File: config.mk
export PLATFORM = sky130hd
export DESIGN_NAME = flic_core
export DESIGN_NICKNAME = d
export VERILOG_FILES = /design/src/verilog/flic_pkg.sv /design/src/verilog/flic_ext_sampler.sv /design/src/verilog/flic_core.sv
export VERILOG_INCLUDE_DIRS = /design/src /design/src/verilog
export SDC_FILE = /design/constraint.sdc
export NUM_CORES = 1
export LEC_CHECK = 0
export BUFFER_PORTS_ARGS = -buffer_cell sky130_fd_sc_hd__buf_2
export CORE_UTILIZATION = 53
export DETAILED_ROUTE_END_ITERATION = 6
export HOLD_SLACK_MARGIN = 0.02
export PLACE_DENSITY = 0.84
export SETUP_SLACK_MARGIN = 0.05
export SYNTH_ARGS = -nofsm -noshare
export SYNTH_HDL_FRONTEND = slang
export SYNTH_SLANG_ARGS = --single-unit
File: constraint.sdc
create_clock -name ref_clk -period 21 [get_ports ref_clk]
set_input_delay 3.15 -clock ref_clk [delete_from_list [all_inputs] [get_ports ref_clk]]
set_output_delay 3.15 -clock ref_clk [all_outputs]
set_load 0.1 [all_outputs]
File: src/verilog/flic_defines.svh
// constants of the four level interrupt controller
// What this block does
// - thirteen sources arranged in four priority levels.
// - each source has its own enable bit; disabled sources never serviced.
// - global enable bit cleared blocks every source request at once; cpu_wake is not gated by it.
// - level of each source is high bit plus low bit from register pairs.
// - running routine preempted only by strictly higher priority request.
// - routine at highest level is never interrupted.
// - simultaneous requests of different levels: higher level serviced first.
// - equal level ties broken by fixed rank, external 0 first, serial bus timer last.
// - each source vectors to its fixed address in eight byte steps.
// - only external, brownout, keypad, comparators, watchdog, converter wake CPU.
// - trigger bit 0 means request while pin sampled low.
// - trigger bit 1 sets flag on high sample followed by low sample.
// - pins sampled once per machine cycle; source holds levels six clocks.
// - edge request flag cleared by hardware when routine entered.
// - level request still low at routine end raises another interrupt.
// - level mode flag follows sampled pin, no software clear.
// - enabled external interrupt wakes processor from power down or idle.
`ifndef FLIC_DEFINES_SVH
`define FLIC_DEFINES_SVH
`define FLIC_NSRC 13
`define FLIC_MC_CLKS 6
`define FLIC_REG_IEN_A 4'h0
`define FLIC_REG_IEN_B 4'h1
`define FLIC_REG_PL_A 4'h2
`define FLIC_REG_PH_A 4'h3
`define FLIC_REG_PL_B 4'h4
`define FLIC_REG_PH_B 4'h5
`define FLIC_REG_TCTL 4'h6
`define FLIC_REG_STAT 4'h7
`define FLIC_REG_VEC 4'h8
`define FLIC_GIE_BIT 7
`define FLIC_IT0_BIT 0
`define FLIC_IT1_BIT 2
`define FLIC_IE0_BIT 1
`define FLIC_IE1_BIT 3
// wake capable sources, bit order = vector order
`define FLIC_WAKE_MASK 13'h0fa5
`endif

File: src/verilog/flic_pkg.sv
// types of the four level interrupt controller
package flic_pkg;
    typedef logic [1:0] flic_level_t;
    typedef logic [3:0] flic_idx_t;
    typedef enum logic [1:0] {
        FLIC_IDLE = 2'b00,
        FLIC_RD = 2'b01,
        FLIC_WR = 2'b10
    } flic_bus_e;
endpackage

File: src/verilog/flic_ext_sampler.sv
// external request pin sampler, once per machine cycle
`include "flic_defines.svh"
module flic_ext_sampler
    import flic_pkg::*;
(
    input wire logic ref_clk,
    input wire logic rst,
    input wire logic mc_tick,
    input wire logic pin_n,
    input wire logic edge_select,
    input wire logic ack,
    input wire logic sw_clear,
    output logic flag
);
    logic prev;
    logic edge_flag;
    logic next_prev;
    logic next_edge_flag;

    always_comb begin
        next_prev = prev;
        next_edge_flag = edge_flag;
        if (ack || sw_clear || !edge_select) begin
            next_edge_flag = 1'b0;
        end
        if (mc_tick) begin
            next_prev = pin_n;
            if (edge_select && prev && !pin_n) begin
                next_edge_flag = 1'b1;
            end
        end
    end

    always_ff @(posedge ref_clk or posedge rst) begin
        if (rst) begin
            prev <= 1'b1;
            edge_flag <= 1'b0;
        end else begin
            prev <= next_prev;
            edge_flag <= next_edge_flag;
        end
    end

    // level mode tracks last sample
    assign flag = edge_select ? edge_flag : !prev;
endmodule

File: src/verilog/flic_core.sv
// four level interrupt controller with avalon register slave
`include "flic_defines.svh"
module flic_core
    import flic_pkg::*;
(
    input wire logic ref_clk,
    input wire logic rst,
    input wire logic [3:0] avs_address,
    input wire logic avs_read,
    input wire logic avs_write,
    input wire logic [31:0] avs_writedata,
    output logic [31:0] avs_readdata,
    output logic avs_waitrequest,
    input wire logic ext0_request_pin_n,
    input wire logic ext1_request_pin_n,
    input wire logic timer0_overflow_flag,
    input wire logic timer1_overflow_flag,
    input wire logic serial_tx_rx_flags,
    input wire logic brownout_flag,
    input wire logic serial_bus_attention_flag,
    input wire logic keypad_flag,
    input wire logic comparator_two_flag,
    input wire logic watchdog_overflow_flag,
    input wire logic converter_done_flag,
    input wire logic comparator_one_flag,
    input wire logic serial_bus_timer_flag,
    input wire logic cpu_ack,
    input wire logic cpu_reti,
    output logic cpu_irq,
    output logic [15:0] cpu_vector,
    output logic cpu_wake
);
    logic [7:0] irq_enable_reg_a;
    logic [7:0] irq_enable_reg_b;
    logic [7:0] prio_low_reg_a;
    logic [7:0] prio_high_reg_a;
    logic [7:0] prio_low_reg_b;
    logic [7:0] prio_high_reg_b;
    logic [7:0] timer_ctrl_reg;
    logic [3:0] active;
    logic [2:0] mc_cnt;
    logic mc_tick;
    logic ext0_request_flag;
    logic ext1_request_flag;
    logic [12:0] req;
    logic [12:0] en;
    flic_level_t lvl [13];
    logic [3:0] win_idx;
    logic win_found;
    flic_level_t win_lvl;
    logic [3:0] next_active;
    logic [2:0] next_mc_cnt;
    logic [7:0] next_ien_a;
    logic [7:0] next_ien_b;
    logic [7:0] next_pl_a;
    logic [7:0] next_ph_a;
    logic [7:0] next_pl_b;
    logic [7:0] next_ph_b;
    logic [7:0] next_tctl;
    logic [31:0] next_rdata;
    logic bus_busy;
    logic next_bus_busy;
    logic ack0;
    logic ack1;
    logic clr0;
    logic clr1;
    logic global_irq_enable;
    logic [15:0] next_vector;

    // rank of vector index 0..12: lower wins a tie
    localparam logic [3:0] RANK [13] = '{
        4'h1, // external 0
        4'h4, // timer 0
        4'h7, // external 1
        4'ha, // timer 1
        4'hc, // serial port
        4'h2, // brownout
        4'h5, // serial bus
        4'h8, // keypad
        4'hb, // comparator 2
        4'h3, // watchdog
        4'h6, // converter
        4'h9, // comparator 1
        4'hd // serial bus timer
    };
    // enable/priority bit position per source, bit 3 selects register b
    localparam logic [3:0] POS [13] = '{
        4'h0,
        4'h1,
        4'h2,
        4'h3,
        4'h4,
        4'h5,
        4'h8,
        4'h9,
        4'ha,
        4'h6,
        4'hc,
        4'hd,
        4'hf
    };
    // vector offset inside the table, vector = 8*n+3
    localparam logic [3:0] VSLOT [13] = '{
        4'h0,
        4'h1,
        4'h2,
        4'h3,
        4'h4,
        4'h5,
        4'h6,
        4'h7,
        4'h8,
        4'ha,
        4'hb,
        4'hc,
        4'he
    };

    function automatic logic pick(input logic [7:0] a, input logic [7:0] b,
                                  input logic [3:0] p);
        pick = p[3] ? b[p[2:0]] : a[p[2:0]];
    endfunction

    assign global_irq_enable = irq_enable_reg_a[`FLIC_GIE_BIT];

    // machine cycle tick
    always_comb begin
        next_mc_cnt = (mc_cnt == 3'(`FLIC_MC_CLKS - 1)) ? 3'h0 : mc_cnt + 3'h1;
    end
    assign mc_tick = (mc_cnt == 3'h0);

    assign ack0 = cpu_ack && cpu_irq && win_idx == 4'h0;
    assign ack1 = cpu_ack && cpu_irq && win_idx == 4'h2;
    assign clr0 = avs_write && !avs_waitrequest && avs_address == `FLIC_REG_TCTL &&
                  !avs_writedata[`FLIC_IE0_BIT];
    assign clr1 = avs_write && !avs_waitrequest && avs_address == `FLIC_REG_TCTL &&
                  !avs_writedata[`FLIC_IE1_BIT];

    flic_ext_sampler u_ext0 (
        .ref_clk(ref_clk),
        .rst(rst),
        .mc_tick(mc_tick),
        .pin_n(ext0_request_pin_n),
        .edge_select(timer_ctrl_reg[`FLIC_IT0_BIT]),
        .ack(ack0),
        .sw_clear(clr0),
        .flag(ext0_request_flag)
    );

    flic_ext_sampler u_ext1 (
        .ref_clk(ref_clk),
        .rst(rst),
        .mc_tick(mc_tick),
        .pin_n(ext1_request_pin_n),
        .edge_select(timer_ctrl_reg[`FLIC_IT1_BIT]),
        .ack(ack1),
        .sw_clear(clr1),
        .flag(ext1_request_flag)
    );

    assign req = {serial_bus_timer_flag, comparator_one_flag, converter_done_flag,
                  watchdog_overflow_flag, comparator_two_flag, keypad_flag,
                  serial_bus_attention_flag, brownout_flag, serial_tx_rx_flags,
                  timer1_overflow_flag, ext1_request_flag, timer0_overflow_flag,
                  ext0_request_flag};

    genvar g;
    generate
        for (g = 0; g < `FLIC_NSRC; g++) begin : g_src
            assign en[g] = pick(irq_enable_reg_a, irq_enable_reg_b, POS[g]);
            assign lvl[g] = {pick(prio_high_reg_a, prio_high_reg_b, POS[g]),
                             pick(prio_low_reg_a, prio_low_reg_b, POS[g])};
        end
    endgenerate

    // arbitration among enabled pending sources
    always_comb begin
        win_found = 1'b0;
        win_idx = 4'h0;
        win_lvl = 2'h0;
        for (int i = 0; i < `FLIC_NSRC; i++) begin
            if (req[i] && en[i] && global_irq_enable) begin
                if (!win_found || lvl[i] > win_lvl ||
                    (lvl[i] == win_lvl && RANK[i] < RANK[win_idx])) begin
                    win_found = 1'b1;
                    win_idx = 4'(i);
                    win_lvl = lvl[i];
                end
            end
        end
    end

    // preempt only above every level in service
    always_comb begin
        cpu_irq = 1'b0;
        if (win_found) begin
            cpu_irq = 1'b1;
            for (int l = 0; l < 4; l++) begin
                if (active[l] && 2'(l) >= win_lvl) begin
                    cpu_irq = 1'b0;
                end
            end
        end
    end

    // active level stack
    always_comb begin
        next_active = active;
        if (cpu_reti) begin
            for (int l = 0; l < 4; l++) begin
                if (active[l] && !(|(active >> (l + 1)))) begin
                    next_active[l] = 1'b0;
                end
            end
        end else if (cpu_ack && cpu_irq) begin
            next_active[win_lvl] = 1'b1;
        end
    end

    assign cpu_wake = |(req & en & 13'(`FLIC_WAKE_MASK));

    // register writes land on the accept edge
    always_comb begin
        next_ien_a = irq_enable_reg_a;
        next_ien_b = irq_enable_reg_b;
        next_pl_a = prio_low_reg_a;
        next_ph_a = prio_high_reg_a;
        next_pl_b = prio_low_reg_b;
        next_ph_b = prio_high_reg_b;
        next_tctl = timer_ctrl_reg;
        if (avs_write && !avs_waitrequest) begin
            case (avs_address)
                `FLIC_REG_IEN_A: next_ien_a = avs_writedata[7:0];
                `FLIC_REG_IEN_B: next_ien_b = avs_writedata[7:0];
                `FLIC_REG_PL_A: next_pl_a = avs_writedata[7:0];
                `FLIC_REG_PH_A: next_ph_a = avs_writedata[7:0];
                `FLIC_REG_PL_B: next_pl_b = avs_writedata[7:0];
                `FLIC_REG_PH_B: next_ph_b = avs_writedata[7:0];
                `FLIC_REG_TCTL: next_tctl = avs_writedata[7:0];
                default: ;
            endcase
        end
    end

    // register slave, one wait cycle per access
    // read data loaded in the wait cycle so it stands at the accept edge
    always_comb begin
        next_bus_busy = (avs_read || avs_write) && !bus_busy;
        next_rdata = avs_readdata;
        if (avs_read && !bus_busy) begin
            case (avs_address)
                `FLIC_REG_IEN_A: next_rdata = {24'h0, irq_enable_reg_a};
                `FLIC_REG_IEN_B: next_rdata = {24'h0, irq_enable_reg_b};
                `FLIC_REG_PL_A: next_rdata = {24'h0, prio_low_reg_a};
                `FLIC_REG_PH_A: next_rdata = {24'h0, prio_high_reg_a};
                `FLIC_REG_PL_B: next_rdata = {24'h0, prio_low_reg_b};
                `FLIC_REG_PH_B: next_rdata = {24'h0, prio_high_reg_b};
                `FLIC_REG_TCTL: next_rdata = {24'h0, timer_ctrl_reg[7:4],
                                              ext1_request_flag, timer_ctrl_reg[2],
                                              ext0_request_flag, timer_ctrl_reg[0]};
                `FLIC_REG_STAT: next_rdata = {12'h0, active, 3'h0, req};
                `FLIC_REG_VEC: next_rdata = {11'h0, win_found, cpu_irq, 3'h0,
                                             cpu_vector};
                default: next_rdata = 32'h0;
            endcase
        end
    end

    assign avs_waitrequest = (avs_read || avs_write) && !bus_busy;

    always_comb begin
        next_vector = {9'h0, VSLOT[win_idx], 3'h3};
    end

    always_ff @(posedge ref_clk or posedge rst) begin
        if (rst) begin
            irq_enable_reg_a <= 8'h00;
            irq_enable_reg_b <= 8'h00;
            prio_low_reg_a <= 8'h00;
            prio_high_reg_a <= 8'h00;
            prio_low_reg_b <= 8'h00;
            prio_high_reg_b <= 8'h00;
            timer_ctrl_reg <= 8'h00;
        end else begin
            irq_enable_reg_a <= next_ien_a;
            irq_enable_reg_b <= next_ien_b;
            prio_low_reg_a <= next_pl_a;
            prio_high_reg_a <= next_ph_a;
            prio_low_reg_b <= next_pl_b;
            prio_high_reg_b <= next_ph_b;
            timer_ctrl_reg <= next_tctl;
        end
    end

    always_ff @(posedge ref_clk or posedge rst) begin
        if (rst) begin
            avs_readdata <= 32'h0;
            bus_busy <= 1'b0;
        end else begin
            avs_readdata <= next_rdata;
            bus_busy <= next_bus_busy;
        end
    end

    always_ff @(posedge ref_clk or posedge rst) begin
        if (rst) begin
            active <= 4'h0;
        end else begin
            active <= next_active;
        end
    end

    always_ff @(posedge ref_clk or posedge rst) begin
        if (rst) begin
            mc_cnt <= 3'h0;
        end else begin
            mc_cnt <= next_mc_cnt;
        end
    end

    always_ff @(posedge ref_clk or posedge rst) begin
        if (rst) begin
            cpu_vector <= 16'h0003;
        end else begin
            cpu_vector <= next_vector;
        end
    end
endmodule

==> summary.md <==
| Metric | Value |
|---|---|
| Result of the run | `finished, violations left` |
| Failing checks | `DRC, capacitance limit, slew limit, setup timing` |
| TritonCTS clock tree | `yes` |
| Largest Register | `avs_readdata` |
| Kind of critical path | `in2out` |
| Tightest Pin Transition | `1.91 ns` |
| Ranking of synthesized cells by instance count | `dfrtp_1, mux2_2, nand2_1` |
| Number of placement rows | `41` |
| Peak Freq | `44.3 MHz` |
| Number of flops mapped to enable cells by yosys | `0` |
| Number of I/O port buffers | `55` |
| Routed wire length | `29.1 mm` |
| Most repeated cell in the gate-level netlist after synthesis | `dfrtp_1` |
| Average footprint of a synthesized cell | `9.40 sq um` |
| Count of clock tree sinks | `88` |
| Fin nets | `1050` |
| Relative area change from synthesis to final layout | `39.7%` |
| Required time of the worst setup path | `17.85 ns` |
| Average wire per cell in the routed design | `25.8 microns` |
| Area occupied by multi-input gates | `5120 sq um` |
| Post-synth ARST share | `1.00` |
| Top cells by area in the synthesized netlist | `dfrtp_1, mux2_2, ha_1` |
| Final hold violation count | `0` |
| Mapped cell area | `6900 sq um` |
| Maximum number of pins on one net before global-route repair | `89` |
| PD cells | `109 nW/um^2` |
| RSZ-0062 raised after global routing | `true` |
| Overall Global Routing Usage | `0.369` |
| Arrival time worst endpoint | `19.40 ns` |
| Max rail drop VDD | `0.0601 mV` |
| Die extent in x | `116 microns` |
| Hold Slack | `0.465 ns` |
| CTS buffer count | `9` |
| Number of flip-flops and latches in the synthesized netlist | `88` |
| Effective utilization at floorplan | `0.545` |
| Final min period | `22.55 ns` |
| Placer congestion estimate | `0.986` |
| Number of slew-limit violations in the final report | `10` |
| Total of fill cells in the finished design | `710` |
| Max-cap violation count | `1` |
| Highest cell delay on the worst timing path | `0.37 ns` |
| Number of instances in the synthesized netlist | `734` |
| Number of placed I/O pins | `106` |
| Number of global-route vias before repair | `7271` |
| Top cell by count, worst path | `nand2_2` |
| Post-place setup slack | `-1.24 ns` |
| H-tree lvl count | `3` |
| Number of violations reported at the end of detailed-routing iteration 0 | `1427` |
| Overflow after GRT | `0` |
| Vias | `7917` |
| HPWL reported at the end of detailed placement | `15.0 mm` |
| Final setup slack of the worst path | `-1.55 ns` |
| Number of endpoints failing setup at the final stage | `1` |
| Insertion delay of the later-clocked pin in the worst-skew pair | `0.35 ns` |
| Total iterations of the first detailed-routing run | `7` |
| Max reg flops | `18` |
| Max FO, Critical Path | `7` |
| Distinct cell type count of the synthesized netlist | `86` |
| Via density per instance | `7.03` |
| Top cell type by total area after synthesis | `dfrtp_1` |
| Post-route clock period utilization | `1.07` |
| Root Buffer Master | `clkbuf_16` |
| Clock slew at reported path FFs | `0.07 ns` |
| Std-Cell Core Area | `12700 sq um` |
| Global-route wire length before repair | `37.9 mm` |
| Fraction of post-synthesis cell area in the top cell type by area | `0.312` |
| DIE AREA | `13500 sq um` |
| Startpoint type of the worst setup path | `input port` |
| Critical path endpoint category | `output port` |
| Headroom to the max-slew limit | `-0.283` |
| DRC Markers | `12` |
| Maximum number of buffers from clock root to sink | `2` |
| Layout cells sized above 1 | `0.465` |
| Chip Height | `116 microns` |
| Synthesis Warnings | `0` |
| Part of the Yosys area used for sequential elements | `0.319` |
| Min-delay worst type | `reg2reg` |
| Number of antenna-violating nets in the routed design | `0` |
| Final clock skew | `0.00482 ns` |
| Main flop type after synthesis | `dfrtp_1` |
| Static Leakage | `4.53 nW` |
| Cell with the largest stage delay on the worst path | `mux2_4` |
| Sequential standard cell area | `2200 sq um` |
| Number of antenna violations at the first check in global routing | `2` |
## worst max-delay path: cells and delay by family
family,cells,cell delay [ns]
AOI/OAI and AO/OA,40,7.47
adders and majority gates,11,3.16
buffers and inverters,6,0.85
muxes,7,2.15
and+or+nand+nor,21,2.55
## final cells by class
type	count	area share
diodes	1	0.000260
clock buffers	10	0.0248
clock inverters	6	0.00779
inverters	47	0.0187
multi-input cells	577	0.531
flip-flops and latches	88	0.229
well taps	172	0.0223
repair buffers	225	0.166
## power by group
part / leakage, nW / total, W / switching [W] / internal, W
sequential: 1.15 / 0.000244 / 0.0000446 / 0.000199
combinational: 3.23 / 0.000631 / 0.000363 / 0.000268
clock: 0.152 / 0.000174 / 0.0000762 / 0.0000976
total: 4.53 / 0.00105 / 0.000484 / 0.000565
## through the flow
stage / total power, W / setup TNS, ns / area [sq um] / std cells / utilization
floorplan: 0.000533 / -0.187 / 7200 / 758 / -
global placement: 0.000665 / -0.939 / 8240 / 1047 / 0.650
detailed placement: 0.000679 / -1.24 / 8240 / 1047 / 0.650
CTS: 0.000907 / -0.938 / 9000 / 1092 / 0.710
global route: 0.00108 / -2.07 / 9640 / 1125 / 0.761
finish: 0.00105 / -1.55 / 9640 / 1126 / 0.761
## path summary, 6_finish.rpt
check	from	to	slack, ns	depth (start not counted)
max	timer0_overflow_flag	cpu_irq	-1.55	85
min	bus_busy	bus_busy	0.47	1
max reg2reg	timer_ctrl_reg[0]	u_ext1.edge_flag	2.16	93
min reg2reg	bus_busy	bus_busy	0.47	1
max in group asynchronous	rst	timer_ctrl_reg[0]	17.08	3
min in group asynchronous	rst	avs_readdata[19]	3.14	3
## per-layer routing
metal | wire length [microns] | track usage
met1 | 9650 | 0.425
met2 | 13100 | 0.599
met3 | 3450 | 0.0903
met4 | 2880 | 0.275
met5 | 0 | 0
## placed cells by master, fill, tap and decap left out, drive strengths merged, types with 18 or more instances in the layout
cell type	n
a21oi	32
a22o	18
nand3	19
ha	47
o21ai	39
nand2	64
nor2	42
inv	49
mux2	68
dfrtp	86
buf	225
conb	26
a22oi	19
## cells by family after synthesis
group | count (synthesis) | share of synthesized area
buffers and inverters | 93 | 0.0653
adder cells (fa/ha/maj) | 47 | 0.0852
AND/OR/NAND/NOR | 212 | 0.155
flip-flops | 88 | 0.319
multiplexers | 79 | 0.130
other | 2 | 0.00109
AO/OA/AOI/OAI | 213 | 0.243
## repair_timing
| action | in CTS | in global routing |
|---|---|---|
| gates resized for setup | 54 | 72 |
| hold buffers | 0 | 0 |
| setup endpoints to repair | 1 | 1 |
| pin swaps | 49 | 69 |
| setup buffers | 29 | 33 |
(Power assumes the default switching activity.)
